<file path="src/bb_mau_pkg.sv">
/*
 * Shared constants for the broadband attachment unit collision core.
 * Assumes a 20 MHz system clock; bit-level strobes come from the DTE side
 * and the demodulator as one-cycle qualifiers.
 */
`default_nettype none
package bb_mau_pkg;
    // ----------------------------------------------------------------
    // clock and timing
    // ----------------------------------------------------------------
    localparam int CLK_HZ = 20000000;
    localparam int JABBER_MAX_MS = 150;
    localparam int JABBER_MIN_MS = 20;
    localparam int JABBER_CYC = (CLK_HZ / 1000) * JABBER_MAX_MS;
    localparam int UMD_TIMER_BITS = 64;
    // ----------------------------------------------------------------
    // scrambler and frame layout
    // ----------------------------------------------------------------
    localparam int SCR_LEN = 23;
    localparam int SCR_TAP_A = 17;
    localparam int SCR_TAP_B = 22;
    localparam logic [22:0] SCR_RESET = 23'h000001;
    localparam int CMP_BITS = 8 * (8 + 6 + 6);
    localparam int POST_BITS = 23;
    localparam logic [22:0] POST_PATTERN = 23'h7ffffe;
    localparam logic [7:0] UMD_PATTERN = 8'h5f;
    localparam int CMP_FIFO_DEPTH = 2;
endpackage
`default_nettype wire

</file>
<file path="src/bit_buffer.sv">
/*
 * Two-entry bit buffer with valid and ready on both sides.
 * Assumes a single clock and synchronous use of all handshakes.
 */
`default_nettype none
module bit_buffer #(
    parameter int WIDTH = 1,
    parameter int DEPTH = 2
) (
    input wire logic clk_i,
    input wire logic rst_n,
    input wire logic in_valid_i,
    output logic in_ready_o,
    input wire logic [WIDTH-1:0] in_data_i,
    output logic out_valid_o,
    input wire logic out_ready_i,
    output logic [WIDTH-1:0] out_data_o
);
    initial begin
        if (DEPTH != 2) $error("bit_buffer supports depth 2 only");
    end
    logic [WIDTH-1:0] mem [2];
    logic rd_ptr;
    logic wr_ptr;
    logic [1:0] count;
    wire push = in_valid_i && in_ready_o;
    wire pop = out_valid_o && out_ready_i;
    assign in_ready_o = (count != 2'h2);
    assign out_valid_o = (count != 2'h0);
    assign out_data_o = mem[rd_ptr];
    always_ff @(posedge clk_i or negedge rst_n) begin
        if (!rst_n) begin
            rd_ptr <= 1'b0;
            wr_ptr <= 1'b0;
            count <= 2'h0;
        end else begin
            if (push) wr_ptr <= ~wr_ptr;
            if (pop) rd_ptr <= ~rd_ptr;
            count <= count + {1'b0, push} - {1'b0, pop};
        end
    end
    always_ff @(posedge clk_i) begin
        if (push) mem[wr_ptr] <= in_data_i;
    end
endmodule
`default_nettype wire

</file>
<file path="src/bb_mau_core.sv">
/*
 * Digital core of a broadband attachment unit: scrambles DTE bits,
 * appends a postamble once the DTE goes inactive, compares echoed bits,
 * drives collision enforcement, signal-quality-error and jabber guard.
 * Assumes NRZ bits with strobes from the AUI decoder and demodulator,
 * all synchronous to sys_clk_i.
 */
`default_nettype none
module bb_mau_core #(
    parameter int JABBER_CYCLES = bb_mau_pkg::JABBER_CYC,
    parameter int UMD_TIMER = bb_mau_pkg::UMD_TIMER_BITS
) (
    input wire logic sys_clk_i,
    input wire logic rst_n_i,
    input wire logic dte_active_i,
    input wire logic dte_bit_stb_i,
    input wire logic dte_bit_i,
    input wire logic rx_present_i,
    input wire logic rx_bit_stb_i,
    input wire logic rx_bit_i,
    input wire logic ce_detect_i,
    input wire logic dte_ready_i,
    output logic tx_data_en_o,
    output logic tx_bit_o,
    output logic tx_ce_en_o,
    output logic dte_rx_valid_o,
    output logic dte_rx_bit_o,
    output logic sqe_o,
    output logic jabber_o
);
    initial begin
        if (JABBER_CYCLES < 2) $error("jabber count too small");
        if (UMD_TIMER < 8) $error("delimiter timer too small");
    end
    // ----------------------------------------------------------------
    // reset release
    // ----------------------------------------------------------------
    logic rst_meta;
    logic rst_n;
    always_ff @(posedge sys_clk_i or negedge rst_n_i) begin
        if (!rst_n_i) begin
            rst_meta <= 1'b0;
            rst_n <= 1'b0;
        end else begin
            rst_meta <= 1'b1;
            rst_n <= rst_meta;
        end
    end
    // ----------------------------------------------------------------
    // transmit state
    // ----------------------------------------------------------------
    typedef enum logic [2:0] {TX_IDLE, TX_DATA, TX_POST, TX_COLL, TX_JAB} tx_state_t;
    tx_state_t tx_state;
    tx_state_t next_tx_state;
    logic [22:0] scr;
    logic [4:0] post_cnt;
    logic [31:0] jab_cnt;
    logic [8:0] tx_cmp_cnt;
    logic tx_umd_seen;
    logic [7:0] tx_shift;
    logic [7:0] rx_shift;
    logic rx_umd_seen;
    logic [8:0] rx_cmp_cnt;
    logic [15:0] umd_timer;
    logic collision;
    logic cmp_pop;
    logic cmp_valid;
    logic cmp_bit;
    logic cmp_ready;
    logic rx_ready;
    logic rxq_valid;
    logic rxq_bit;
    wire scr_fb = scr[bb_mau_pkg::SCR_TAP_A] ^ scr[bb_mau_pkg::SCR_TAP_B];
    wire scr_bit = dte_bit_i ^ scr_fb;
    wire tx_step = dte_bit_stb_i && (tx_state == TX_DATA);
    wire tx_cmp_win = tx_umd_seen && (tx_cmp_cnt < 9'(bb_mau_pkg::CMP_BITS));
    wire jab_hit = (jab_cnt >= 32'(JABBER_CYCLES));
    wire post_done = (post_cnt == 5'(bb_mau_pkg::POST_BITS - 1));
    // receive compare window after receive delimiter
    wire rx_cmp_win = rx_umd_seen && (rx_cmp_cnt < 9'(bb_mau_pkg::CMP_BITS));
    // echo checked against buffered sent bit
    assign cmp_pop = rx_bit_stb_i && rx_cmp_win && cmp_valid;
    // mismatch, or an echo with no sent bit to match while in TX_DATA, is a collision
    wire cmp_short = rx_bit_stb_i && rx_cmp_win && !cmp_valid && (tx_state == TX_DATA);
    wire mismatch = (cmp_pop && (cmp_bit != rx_bit_i)) || cmp_short;
    // leftovers of a cut frame drain while idle so the next compare stays aligned
    wire cmp_drain = cmp_pop || (tx_state == TX_IDLE);
    wire umd_expired = rx_present_i && !rx_umd_seen && (umd_timer >= 16'(UMD_TIMER));
    wire coll_event = mismatch || umd_expired || ce_detect_i;
    always_comb begin
        next_tx_state = tx_state;
        case (tx_state)
            TX_IDLE: begin
                if (dte_active_i) next_tx_state = TX_DATA;
            end
            TX_DATA: begin
                if (jab_hit) next_tx_state = TX_JAB;
                else if (coll_event) next_tx_state = TX_COLL;
                else if (!dte_active_i) next_tx_state = TX_POST;
            end
            TX_POST: begin
                if (post_done) next_tx_state = TX_IDLE;
            end
            TX_COLL: begin
                if (jab_hit) next_tx_state = TX_JAB;
                else if (!dte_active_i) next_tx_state = TX_IDLE;
            end
            TX_JAB: begin
                if (!dte_active_i) next_tx_state = TX_IDLE;
            end
            default: next_tx_state = TX_IDLE;
        endcase
    end
    always_ff @(posedge sys_clk_i or negedge rst_n) begin
        if (!rst_n) begin
            tx_state <= TX_IDLE;
            scr <= bb_mau_pkg::SCR_RESET;
            post_cnt <= 5'h00;
            jab_cnt <= 32'h0;
            tx_cmp_cnt <= 9'h000;
            tx_umd_seen <= 1'b0;
            tx_shift <= 8'h00;
        end else begin
            tx_state <= next_tx_state;
            // seed carries over: scrambler never reloads between packets
            if (tx_step) scr <= {scr[21:0], scr_bit};
            post_cnt <= (tx_state == TX_POST) ? post_cnt + 5'h01 : 5'h00;
            // jabber timer on any transmit activity
            jab_cnt <= (tx_state == TX_IDLE) ? 32'h0 : (jab_hit ? jab_cnt : jab_cnt + 32'h1);
            if (tx_state == TX_IDLE) begin
                tx_umd_seen <= 1'b0;
                tx_cmp_cnt <= 9'h000;
                tx_shift <= 8'h00;
            end else if (tx_step) begin
                tx_shift <= {tx_shift[6:0], dte_bit_i};
                if ({tx_shift[6:0], dte_bit_i} == bb_mau_pkg::UMD_PATTERN) tx_umd_seen <= 1'b1;
                if (tx_cmp_win) tx_cmp_cnt <= tx_cmp_cnt + 9'h001;
            end
        end
    end
    // ----------------------------------------------------------------
    // sent-bit buffer for the compare; echo latency keeps it at two bits or fewer
    // ----------------------------------------------------------------
    bit_buffer #(.WIDTH(1), .DEPTH(bb_mau_pkg::CMP_FIFO_DEPTH)) cmp_buf (
        .clk_i(sys_clk_i),
        .rst_n(rst_n),
        .in_valid_i(tx_step && tx_cmp_win),
        .in_ready_o(cmp_ready),
        .in_data_i(scr_bit),
        .out_valid_o(cmp_valid),
        .out_ready_i(cmp_drain),
        .out_data_o(cmp_bit)
    );
    // received bits wait here while the dte stalls
    wire rxq_pop = rxq_valid && dte_ready_i;
    bit_buffer #(.WIDTH(1), .DEPTH(2)) rx_buf (
        .clk_i(sys_clk_i),
        .rst_n(rst_n),
        .in_valid_i(rx_present_i && rx_bit_stb_i),
        .in_ready_o(rx_ready),
        .in_data_i(rx_bit_i),
        .out_valid_o(rxq_valid),
        .out_ready_i(rxq_pop),
        .out_data_o(rxq_bit)
    );
    // ----------------------------------------------------------------
    // receive side
    // ----------------------------------------------------------------
    always_ff @(posedge sys_clk_i or negedge rst_n) begin
        if (!rst_n) begin
            rx_shift <= 8'h00;
            rx_umd_seen <= 1'b0;
            rx_cmp_cnt <= 9'h000;
            umd_timer <= 16'h0000;
            collision <= 1'b0;
        end else begin
            if (!rx_present_i) begin
                rx_shift <= 8'h00;
                rx_umd_seen <= 1'b0;
                rx_cmp_cnt <= 9'h000;
                umd_timer <= 16'h0000;
            end else if (rx_bit_stb_i) begin
                rx_shift <= {rx_shift[6:0], rx_bit_i};
                if ({rx_shift[6:0], rx_bit_i} == bb_mau_pkg::UMD_PATTERN) rx_umd_seen <= 1'b1;
                if (rx_cmp_win) rx_cmp_cnt <= rx_cmp_cnt + 9'h001;
                if (!rx_umd_seen && !umd_expired) umd_timer <= umd_timer + 16'h0001;
            end
            // collision holds while either band is live; new event wins
            if (coll_event) collision <= 1'b1;
            else if (!rx_present_i && !ce_detect_i) collision <= 1'b0;
        end
    end
    // ----------------------------------------------------------------
    // registered outputs
    // ----------------------------------------------------------------
    wire sending = (tx_state == TX_DATA) || (tx_state == TX_POST);
    wire post_bit = bb_mau_pkg::POST_PATTERN[post_cnt];
    // preamble and delimiter leave unscrambled so the far end can find them
    wire next_tx_bit = (tx_state == TX_POST) ? post_bit : (tx_umd_seen ? scr_bit : dte_bit_i);
    always_ff @(posedge sys_clk_i or negedge rst_n) begin
        if (!rst_n) begin
            tx_data_en_o <= 1'b0;
            tx_bit_o <= 1'b0;
            tx_ce_en_o <= 1'b0;
            dte_rx_valid_o <= 1'b0;
            dte_rx_bit_o <= 1'b0;
            sqe_o <= 1'b0;
            jabber_o <= 1'b0;
        end else begin
            // data band off, enforcement band on
            tx_data_en_o <= sending && !collision;
            tx_ce_en_o <= (tx_state == TX_COLL);
            // DTE bits onto the medium
            // line bit holds between strobes so the echo samples a settled value
            if ((tx_state == TX_POST) || tx_step) tx_bit_o <= next_tx_bit;
            dte_rx_valid_o <= rxq_pop;
            dte_rx_bit_o <= rxq_bit;
            sqe_o <= collision || ce_detect_i || (tx_state == TX_JAB);
            jabber_o <= (tx_state == TX_JAB);
        end
    end
    wire unused_ok = cmp_ready & rx_ready;
endmodule
`default_nettype wire

</file>
<file path="config.mk">
export PLATFORM = sky130hd
export DESIGN_NAME = bb_mau_core
export DESIGN_NICKNAME = d
export VERILOG_FILES = /design/src/bb_mau_pkg.sv /design/src/bit_buffer.sv /design/src/bb_mau_core.sv
export SDC_FILE = /design/constraint.sdc
export NUM_CORES = 1
export LEC_CHECK = 0
export BUFFER_PORTS_ARGS = -buffer_cell sky130_fd_sc_hd__clkbuf_2
export CAP_MARGIN = 20
export CORE_UTILIZATION = 55
export DETAILED_ROUTE_END_ITERATION = 16
export PLACE_DENSITY = 0.77
export SLEW_MARGIN = 15
export SYNTH_ARGS = -nofsm -noshare
export SYNTH_HDL_FRONTEND = slang
export SYNTH_SLANG_ARGS = --single-unit
</file>
<file path="constraint.sdc">
create_clock -name sys_clk_i -period 9.84 [get_ports sys_clk_i]
set_input_delay 1.476 -clock sys_clk_i [delete_from_list [all_inputs] [get_ports sys_clk_i]]
set_output_delay 1.476 -clock sys_clk_i [all_outputs]
set_load 0.05 [all_outputs]
</file>
## After elaboration in Yosys (flattened, before gate mapping)

Memories as Yosys holds them, arrays and structs flattened. A register that Yosys moved wholly into a read port is not among the register bits.
Cells that the tools add are included.

| word-level totals | value |
|---|---|
| register bits | 130 |
| bits in writable memories | 4 |
| ROM bits | 32 |
| logic and storage cells | 154 |
| memories | 3 |

| operators by class | value |
|---|---|
| add/subtract/negate cells | 9 |
| $lt $le $gt $ge | 5 |
| equal/unequal tests | 18 |
| multiplexer cells | 39 |
| bitwise operators | 6 |
| reductions and logical operators | 48 |

Memories:

| name | depth | width | rd ports | clocked after Yosys merged registers in | wr ports | line | RTL |
|---|---|---|---|---|---|---|---|
| (name not given) | 32 | 1 | 1 | 0 | 0 | bb_mau_core.sv:197 | `wire post_bit = bb_mau_pkg::POST_PATTERN[post_cnt];` |
| cmp_buf.mem | 2 | 1 | 1 | 0 | 1 | bit_buffer.sv:22 | `logic [WIDTH-1:0] mem [2];` |
| rx_buf.mem | 2 | 1 | 1 | 1 | 1 | bit_buffer.sv:22 |  |

Operator list:

| operator | count |
|---|---|
| $mux 32 | 2 |
| $mux 9 | 6 |
| $mux 16 | 3 |
| $add 32x1->32 const B | 1 |
| $ge 32x22->1 const B | 1 |
| $mux 7 | 4 |
| $mux 3 | 7 |
| $logic_and 1x1->1 | 20 |
| $add 9x1->9 const B | 2 |
| $lt 9x8->1 const B | 2 |
| $add 16x1->16 const B | 1 |
| $eq 8x7->1 const B | 2 |
| $ge 16x7->1 const B | 1 |
| $mux 1 | 15 |
| $pmux 3 s5 | 1 |
| $reduce_bool 2->1 | 6 |
| $ne 2x1->1 const B | 5 |
| $reduce_and 2->1 | 5 |
| $logic_or 1x1->1 | 8 |
| $ne 2x2->1 const B | 4 |
| $logic_not 1->1 | 7 |
| $eq 3x2->1 const B | 2 |
| $lt 5x6->1 const B | 1 |
| $add 5x1->5 const B | 1 |
| other kinds (12) | 18 |

## Logic depth before layout (Yosys ltp)

Gate-level depths: netlist (run 1).

| logic depth | value |
|---|---|
| depth after elaboration | 11 |
| mapped depth | 10 |

## Cells and area by module

Synthesis (run 1) repeated with hierarchy kept, for this count alone.

| second synthesis, totals | value |
|---|---|
| cells, all modules | 526 |
| area, all modules | 5934.4 µm² |

Modules (own cells, without submodules):

| module | times used | cells each | area an instance (µm²) | seq. area each (µm²) |
|---|---|---|---|---|
| bb_mau_core | 1 | 486 | 5393.9 | 3079.2 |
| bit_buffer | 2 | 20 | 270.3 | 160.2 |

## Worst setup path after synthesis (run 1)

OpenSTA, ideal clock, no wires.

| timing | value |
|---|---|
| kind | in2reg |
| start point | in dte_bit_stb_i |
| end point | reg cmp_buf.count[1] |
| arrival | 2701 ps |
| required time | 9760 ps |
| path slack | 7059 ps |
| stages | 7 |
| path buffers | 1 |
| cells stage by stage | nand4bb_1 > clkbuf_1 > or3_1 > a21oi_2 > ha_1 > xnor2_1 > xnor2_1 |

| between the ends | value |
|---|---|
| longest elaborated chain between the ends | 5 |

RTL lines:

| what | line | RTL |
|---|---|---|
| from (decl) | bb_mau_core.sv:16 | `input wire logic dte_bit_stb_i,` |
| $logic_and 1x1->1 | bb_mau_core.sv:75 | `wire tx_step = dte_bit_stb_i && (tx_state == TX_DATA);` |
| $logic_and 1x1->1 | bb_mau_core.sv:147 | `.in_valid_i(tx_step && tx_cmp_win),` |
| $logic_and 1x1->1 | bit_buffer.sv:26 | `wire push = in_valid_i && in_ready_o;` |
| named net cmp_buf.push | bit_buffer.sv:26 |  |
| $add 2x1->2 | bit_buffer.sv:39 | `count <= count + {1'b0, push} - {1'b0, pop};` |
| $sub 2x1->2 | bit_buffer.sv:39 |  |
| to (signal assigned) | bit_buffer.sv:39 |  |
| to (decl) | bit_buffer.sv:25 | `logic [1:0] count;` |

The timed path passes the listed nets, and every way through them passes these cells.
A chain may end at the register's enable or synchronous reset.

## Worst setup path in the final report (run 1)

| timing | value |
|---|---|
| start point | reg tx_bit_o |
| end point | out tx_bit_o |

RTL lines:

| what | line | RTL |
|---|---|---|
| from (decl) | bb_mau_core.sv:24 | `output logic tx_bit_o,` |
| from (signal assigned) | bb_mau_core.sv:215 | `if ((tx_state == TX_POST) \|\| tx_step) tx_bit_o <= next_tx_bit;` |

No word-level cell between the ends.

==> qor.txt, run 1 <==
status: finished, final reports clean
top-count cell post-synth: dfrtp_1
# setup viols final: 0
Vias: 4241
final wirelength: 11.5 mm
Logic pwr share: 0.185
port buffer count: 16
critical path cell sequence: clkbuf_2
Final Instance Area: 6820 sq um
initial antenna violation count: 0
endpoints failing hold: 0
Synth warnings: 0
delay-heaviest family, CP: flip-flops
Net Switching: 0.457 mW
Power Dens Cells: 221 nW/um^2
Final TNS setup: 0 ps
Residual DRC: 0
worst slew pin tran: 843 ps
first-pass iteration count of the detailed router: 4
top post-synthesis cells by count: dfrtp_1 (130), nand2_1 (112), nor2_1 (36), and2_1 (34), xnor2_1 (27)
Req. time, crit path: 8360 ps
LEAKAGE: 3.32 nW
vias in the first global route: 4242
remaining antenna violation count after routing: 0
site row count: 38
DR vias/cell: 5.57
R2R setup slack: 7640 ps
setup bufs post-CTS: 0
Post-layout nets: 634
critical path's largest stage delay: 370 ps
Area Growth Syn to Fin: 11.6%
post-DP HPWL: 7.38 mm
DRT iter0 DRCs: 345
period utilisation layout: 0.270
H-tree depth: 4
Syn Std Cell Area: 6110 sq um
type of element capturing the critical path: primary output
clk buf depth: 2
RSZ-0062 raised after global routing: false
GRT overflow: 0
clk_lat worst skew: 530 ps
clock root buffer: clkbuf_8
Die H: 107 microns
first-pass GRT wire length: 20.0 mm
switching portion of total power: 0.303
CP startpoint kind: flip-flop
post-synthesis cell type count: 57
final hold slack: 349 ps
maximum number of pins on one net before global-route repair: 68
Seq/Total Area, Yosys: 0.556
Mapped Cells: 596
Mapped Nets: 619
GPL Wtd Cong: 0.799
Crit-path slowest cell: dfrtp_1
layout cell share with drive strength beyond 1: 0.0916
Seq pwr share: 0.444
Primary FF master, synth: dfrtp_1
Buffers & Inverters on Critical Path: 1
Post-synth EDFFs: 4
#FFs+latches synth: 135
gr usage total: 0.227
Max Slew Vio Count: 0
Async SR Flop Fraction: 0.970
TritonCTS sink count: 135
Die Area: 11500 sq um
total core area: 10800 sq um
critical path class: reg2out
top cell type's share of synthesized area: 0.532
Setup Skew: 6.52 ps
Synth Area per Inst: 10.3 sq um
max frequency: 0.376 GHz
diodes inserted: 0
Initial Utilization: 0.564
Yosys top cell by area: dfrtp_1
clock share of power: 0.371
Arr. time, crit path: 1180 ps
fillers: 862
HP Class: reg2reg
clk slew on worst S/H paths: 60 ps
CTS tree: done
IO Pins: 17
post_cts resized: 0
internal power: 1.05 mW
min cycle time layout: 2660 ps
maximum VDD drop: 0.133 mV
max cap viols: 0
CTS buffer count: 17
max_slew headroom: 0.438
die width: 107 microns
CP Max Fanout: 2
top cells by area, synth: dfrtp_1 (53%), nand2_1 (6.9%), xnor2_1 (3.9%), and2_1 (3.5%), ha_1 (2.7%)
per-cell routed wire length: 15.1 microns
Post-CTS Hold Buffers: 0
Post-DP Area: 6290 sq um
stage by stage:
stage,power (mW),instances,utilization,setup WS (ps)
finish,1.51,762,0.629,7180
global route,1.59,762,0.629,7040
CTS,1.52,760,0.628,7160
detailed placement,0.950,730,0.580,6640
global placement,0.933,730,0.580,6710
floorplan,0.878,596,-,5920
final cells by class:
cell class | count | area [sq um] | share of cell area
flip-flops and latches | 135 | 3400 | 0.499
repair buffers | 22 | 130 | 0.0191
well taps | 140 | 175 | 0.0257
clock inverters | 5 | 50.0 | 0.00734
multi-input cells | 415 | 2520 | 0.370
clock buffers | 25 | 464 | 0.0680
inverters | 20 | 75.1 | 0.0110
cells by family (layout without fill, tap and decap cells):
| kind of cell | Yosys count | in the layout | synth area share |
|---|---|---|---|
| compound gates | 64 | 64 | 0.0741 |
| xor+xnor | 39 | 39 | 0.0559 |
| fa+ha+maj | 13 | 13 | 0.0266 |
| buf+inv | 46 | 72 | 0.0317 |
| flops | 135 | 135 | 0.556 |
| mux | 14 | 14 | 0.0231 |
| other cells | 1 | 1 | 0.000613 |
| simple gates | 284 | 284 | 0.232 |
sequential cells by signal, indices dropped and copies added, names as in the netlist, 2 cells and up:
register	flops
tx_shift	7
cmp_buf.count	2
tx_cmp_cnt	9
rx_cmp_cnt	9
rx_buf.count	2
jab_cnt	32
umd_timer	16
tx_state	3
scr	23
cmp_buf.mem	2
rx_buf.mem	2
post_cnt	5
rx_shift	7
routing by layer:
metal | vias up | track usage | wire length (microns)
met3 | 20 | 0.0678 | 383
met1 | 2097 | 0.292 | 5210
li1 | 2055 | - | -
met2 | 69 | 0.362 | 5730
met4 | 0 | 0.0861 | 212
met5 | - | 0 | 0
power by group through the flow:
| stage | Sequential, mW | Combinational [mW] | Clock (mW) |
|---|---|---|---|
| 6_report | 0.669 | 0.278 | 0.560 |
| 4_1_cts | 0.669 | 0.278 | 0.571 |
| 2_1_floorplan | 0.690 | 0.188 | 0 |
| 5_1_grt | 0.678 | 0.312 | 0.598 |
| 3_5_place_dp | 0.678 | 0.272 | 0 |
| 3_3_place_gp | 0.674 | 0.259 | 0 |
layout by cell type, fill, tap and decap left out, types with 3 or more instances in the layout:
cell type / synthesis / final
a211oi_1: 6 / 6
a21boi_0: 3 / 3
a21oi_1: 11 / 11
a31o_2: 3 / 3
a31oi_1: 7 / 7
and2_1: 34 / 34
and3_1: 11 / 11
and4_1: 5 / 5
buf_4: 0 / 4
clkbuf_1: 19 / 6
clkbuf_16: 0 / 16
clkbuf_2: 0 / 17
clkbuf_8: 0 / 3
clkinv_2: 0 / 4
dfrtp_1: 130 / 129
edfxtp_1: 4 / 4
ha_1: 13 / 13
inv_1: 20 / 20
mux2i_1: 13 / 13
nand2_1: 112 / 112
nand2b_1: 9 / 9
nand3_1: 20 / 20
nand4_1: 16 / 16
nor2_1: 36 / 36
nor2b_1: 11 / 11
nor3_1: 7 / 6
nor4_1: 8 / 8
o21a_1: 8 / 8
o21ai_0: 6 / 6
or3_1: 4 / 4
xnor2_1: 27 / 27
xor2_1: 12 / 12
final timing paths:
| kind | start | endpoint | cells past startpoint |
|---|---|---|---|
| max | tx_bit_o$_DFFE_PN0P_ | tx_bit_o | 1 |
| min | rst_meta$_DFF_PN0_ | rst_n$_DFF_PN0_ | 0 |
| max reg2reg | tx_state[1]$_DFFE_PN0P_ | cmp_buf.count[1]$_DFF_PN0_ | 7 |
| min reg2reg | rst_meta$_DFF_PN0_ | rst_n$_DFF_PN0_ | 0 |
| max in group asynchronous | rst_n$_DFF_PN0_ | rx_buf.rd_ptr$_DFFE_PN0P_ | 1 |
| min in group asynchronous | rst_n$_DFF_PN0_ | scr[4]$_DFFE_PN0P_ | 0 |
Note: power is estimated with default switching activity, not from simulation.
==> inputs of run 2 (changes only) <==
Settings changed: ABC_AREA set to 1, PLACE_DENSITY 0.77 to 0.79.
Clock period 9.84 ns to 2.22 ns, I/O delays scaled along.
==> run 2 against run 1 <==
  * Synthesized area grew 5.7%
  * Utilization grew 1.1 points
  * Sequential power grew to 4.3 times the previous value
  * Critical path type is now reg2reg
  * Combinational power grew to 4.6 times the previous value
  * First-iteration DRC count shrank 11%
  * Die area grew 5.6%
==> qor.txt, run 2 <==
status: finished, final reports clean
met3 usage: 0.0805
Die Area: 12200 sq um
final wirelength: 12.6 mm
most frequent cells in the layout: nand2_1 (175), dfrtp_1 (129), inv_1 (116), nor2_1 (93), nand3_1 (39)
TritonCTS sink count: 135
Primary FF master, synth: dfrtp_1
top post-synthesis cells by count: nand2_1 (175), dfrtp_1 (130), inv_1 (116), nor2_1 (93), nand3_1 (39)
max cap viols: 0
first-pass iteration count of the detailed router: 6
pre-CTS setup slack: 506 ps
Power Dens Cells: 953 nW/um^2
Top reg by flops: jab_cnt
multi-input logic area: 2500 sq um
final core utilization: 0.641
Die H: 110 microns
H-tree depth: 4
CP startpoint kind: flip-flop
critical path class: reg2reg
Initial Utilization: 0.566
Area Growth Syn to Fin: 13.2%
simple logic cell fraction of the synthesized area: 0.257
diodes inserted: 0
Setup Skew: 7.18 ps
min cycle time layout: 1750 ps
Req. time, crit path: 2530 ps
#FFs+latches synth: 135
CTS buffer count: 17
max frequency: 0.570 GHz
max reg flops: 32
site row count: 39
LEAKAGE: 3.63 nW
maximum number of pins on one net before global-route repair: 52
Post-synth EDFFs: 4
post-synthesis cell type count: 45
CP Max Fanout: 13
post-DP HPWL: 8.61 mm
Synth Area in XOR/XNOR: 0.0203
remaining antenna violation count after routing: 0
Residual DRC: 0
top-count cell post-synth: nand2_1
routing usage on met2: 0.409
GPL Wtd Cong: 0.903
clk slew on worst S/H paths: 60 ps
Post-Synth Adder-Cell Area: 0.0252
most common cell after layout, fill and taps aside: nand2_1
maximum VDD drop: 0.765 mV
hold path depth: 3
top cell type's share of synthesized area: 0.504
worst setup slack after layout: 466 ps
Final TNS setup: 0 ps
busiest layer in global routing: met2
IO Pins: 17
Max Slew Vio Count: 0
Top Registers: jab_cnt x32, scr x23, umd_timer x16
Compound-Gate Fraction of Synth Area: 0.0848
post_cts resized: 0
main combinational cell family by area after synthesis: simple AND/OR/NAND/NOR gates
top cells by area, synth: dfrtp_1 (50%), nand2_1 (10%), inv_1 (6.7%), nor2_1 (5.4%), nand3_1 (3.0%)
Syn Std Cell Area: 6460 sq um
initial antenna violation count: 0
clock root buffer: clkbuf_16
total core area: 11400 sq um
clk buf depth: 2
Mapped Nets: 783
Vias: 5002
Reg2Reg Depth: 10
GRT overflow: 0
fillers: 883
RSZ-0062 raised after global routing: false
type of element capturing the critical path: flip-flop
flip-flop and latch area: 3400 sq um
Mapped Cells: 760
Synth warnings: 0
Yosys top cell by area: dfrtp_1
clk_lat worst skew: 420 ps
Post-layout nets: 810
per-cell routed wire length: 13.4 microns
HP Class: in2reg
gr usage total: 0.238
Post-CTS Hold Buffers: 1
DRT iter0 DRCs: 306
post-synthesis mux area share: 0
CTS tree: done
max_slew headroom: 0.644
vias in the first global route: 5031
port buffer count: 16
# setup viols final: 0
Synth Area per Inst: 8.50 sq um
first-pass GRT wire length: 21.8 mm
worst slew pin tran: 530 ps
DR vias/cell: 5.30
endpoints failing hold: 0
Arr. time, crit path: 2070 ps
setup bufs post-CTS: 0
Seq/Total Area, Yosys: 0.526
Async SR Flop Fraction: 0.970
die width: 110 microns
met1 usage: 0.275
layout cell share with drive strength beyond 1: 0.125
period utilisation layout: 0.790
[run 2: metrics by stage]
step / total power, mW / hold slack [ps] / cell area [sq um] / cells
2_1_floorplan: 3.89 / 37.4 / 6460 / 760
3_3_place_gp: 4.15 / 119 / 6710 / 910
3_5_place_dp: 4.21 / 122 / 6710 / 910
4_1_cts: 7.02 / 171 / 7310 / 943
5_1_grt: 7.35 / 176 / 7310 / 943
6_report: 6.97 / 178 / 7310 / 943
[run 2: worst max-delay path: stages, from the launching register on]
cell	delay (ps)
dfrtp_1	410
inv_1	140
nand2_1	70
nor2_1	160
nand3_1	120
nand2_2	130
nand2_4	80
nand2_4	170
nand2_4	180
nand2_1	130
o21ai_2	50
[run 2: kinds of logic (layout without fill, tap and decap cells)]
group | count (synthesis) | in the layout
adders and majority gates | 13 | 13
other | 1 | 1
buffers and inverters | 138 | 178
xor gates and xnor gates | 15 | 15
DFF | 135 | 135
and+or+nand+nor | 369 | 369
AOI/OAI and AO/OA | 89 | 89
[run 2: worst paths after layout]
kind	from	end	slack [ps]
worst max-delay path	jab_cnt[11]$_DFFE_PN0P_	jab_cnt[13]$_DFFE_PN0P_	470
worst min-delay path	ce_detect_i	sqe_o$_DFF_PN0_	180
worst max register to register	jab_cnt[11]$_DFFE_PN0P_	jab_cnt[13]$_DFFE_PN0P_	470
worst min register to register	rst_n$_DFF_PN0_	tx_cmp_cnt[8]$_DFFE_PN0P_	310
max in group asynchronous	rst_n$_DFF_PN0_	dte_rx_bit_o$_DFF_PN0_	1270
min in group asynchronous	rst_n_i	rst_n$_DFF_PN0_	230
[run 2: where the power goes]
group / switching, mW / total [mW] / internal [mW] / leakage [nW]
clock: 1.01 / 2.80 / 1.79 / 0.292
combinational: 0.920 / 1.29 / 0.372 / 1.53
sequential: 0.159 / 2.88 / 2.72 / 1.81
[run 2: metal layers]
layer  vias to the layer above  share of wire
met1                      2393           0.43
li1                       2457              -
met5                         -              0
met3                        23          0.049
met4                         0          0.019
met2                       129           0.50
[run 2: final cells by class]
class	instances	share of cell area
well taps	143	0.0245
repair buffers	25	0.0239
clock buffers	24	0.0686
flip-flops and latches	135	0.465
multi-input cells	487	0.342
clock inverters	8	0.0130
inverters	121	0.0624
==> inputs of run 3 (changes only) <==
Settings changed: PLACE_DENSITY 0.79 to 0.77.
Clock period 2.22 ns to 1.72 ns, I/O delays scaled along.
==> run 3 against run 2 <==
  * Final area is 2.6% higher
  * Combinational power is 41% higher
  * Clock power is 25% higher
  * Critical path type unchanged
  * Largest cell class unchanged
  * Largest power group unchanged
==> qor.txt, run 3 (synthesis results as in run 2) <==
Top Registers: jab_cnt x32, scr x23, umd_timer x16
most common cell after layout, fill and taps aside: nand2_1
DR vias/cell: 5.32
Reg2Reg Depth: 9
R2R Path Start: tx_state[0]$_DFFE_PN0P_
final wirelength: 13.6 mm
Die Area: 12200 sq um
layout cell share with drive strength beyond 1: 0.153
met1 usage: 0.293
Initial Utilization: 0.566
pre-CTS setup slack: 53.1 ps
first-pass iteration count of the detailed router: 5
Max Slew Vio Count: 0
Setup Skew: 6.37 ps
vias in the first global route: 5125
maximum number of pins on one net before global-route repair: 66
R2R setup slack: 90 ps
max cap viols: 0
initial antenna violation count: 0
CP startpoint: tx_state[0]$_DFFE_PN0P_
worst setup path end: cmp_buf.count[1]$_DFF_PN0_
Final TNS setup: 0 ps
Vias: 5105
critical path class: reg2reg
# setup viols final: 0
clk slew on worst S/H paths: 60 ps
worst setup slack after layout: 90.4 ps
post-DP HPWL: 8.92 mm
total core area: 11400 sq um
busiest layer in global routing: met2
Top reg by flops: jab_cnt
Arr. time, crit path: 1960 ps
max reg flops: 32
Die H: 110 microns
Area Growth Syn to Fin: 16.1%
max frequency: 0.614 GHz
LEAKAGE: 3.72 nW
CTS tree: done
CTS buffer count: 17
met3 usage: 0.0600
fillers: 891
Req. time, crit path: 2050 ps
GRT overflow: 0
first-pass GRT wire length: 22.7 mm
final core utilization: 0.657
type of element capturing the critical path: flip-flop
clk buf depth: 2
port buffer count: 16
period utilisation layout: 0.947
DRT iter0 DRCs: 301
per-cell routed wire length: 14.2 microns
status: finished, final reports clean
H-tree depth: 4
CP startpoint kind: flip-flop
site row count: 39
remaining antenna violation count after routing: 0
diodes inserted: 0
gr usage total: 0.247
endpoints failing hold: 0
Post-layout nets: 827
die width: 110 microns
IO Pins: 17
CP Max Fanout: 3
Power Dens Cells: 1210 nW/um^2
hold_sp: ce_detect_i
RSZ-0062 raised after global routing: true
TritonCTS sink count: 135
FF-to-FF End: cmp_buf.count[1]$_DFF_PN0_
clk_lat worst skew: 420 ps
GPL Wtd Cong: 0.886
HP Class: in2reg
Residual DRC: 0
min cycle time layout: 1630 ps
most frequent cells in the layout: nand2_1 (172), dfrtp_1 (128), inv_1 (116), nor2_1 (89), nand3_1 (38)
clock root buffer: clkbuf_16
routing usage on met2: 0.423
maximum VDD drop: 0.953 mV
==> run 3: how the worst min path moves through the flow <==
stage,end,cells past startpoint
floorplan,rst_meta$_DFF_PN0_,0
global placement,rst_meta$_DFF_PN0_,1
detailed placement,rst_meta$_DFF_PN0_,1
CTS,sqe_o$_DFF_PN0_,3
global route,sqe_o$_DFF_PN0_,3
finish,sqe_o$_DFF_PN0_,3
==> run 3: critical path, cell delays in order (launching register included) <==
cell and delay [ps]:
dfrtp_1 410, nor2_1 110, inv_1 70, nor2_1 120, inv_1 100, a21oi_2 170, ha_1 250, inv_1 50
ha_1 150, xnor2_1 130
==> run 3: cell type report <==
type | instances | area (sq um) | area share
sequential | 135 | 3400 | 0.454
multi-input combinational | 487 | 2570 | 0.342
clock buffer | 26 | 499 | 0.0665
inverter | 121 | 457 | 0.0609
timing repair buffer | 42 | 328 | 0.0437
tap | 143 | 179 | 0.0238
clock inverter | 6 | 67.6 | 0.00901
==> run 3: report_power, final <==
part / internal [mW] / switching, mW / total (mW)
clock: 2.15 / 1.36 / 3.51
combinational: 0.548 / 1.27 / 1.82
sequential: 3.51 / 0.215 / 3.73
total: 6.21 / 2.85 / 9.06
==> run 3: metal layers <==
metal	share of wire	vias to the layer above
met5	0	-
met4	0.023	0
met3	0.043	32
met2	0.51	131
met1	0.43	2444
li1	-	2498
==> run 3: what timing repair did <==
item | in CTS | in global routing
hold endpoints to repair | 2 | 0
buffers inserted | 0 | 5
resized for setup | 0 | 16
hold buffers | 1 | 0
setup endpoints to repair | 0 | 30
==> run 3: through the flow <==
stage / total power [mW] / cells / hold slack [ps] / cell area [sq um]
2_1_floorplan: 5.02 / 760 / -37.6 / 6460
3_3_place_gp: 5.39 / 922 / 44.4 / 6820
3_5_place_dp: 5.50 / 922 / 45.8 / 6820
4_1_cts: 9.02 / 955 / 73.5 / 7400
5_1_grt: 9.46 / 960 / 100 / 7500
6_report: 9.06 / 960 / 83.2 / 7500
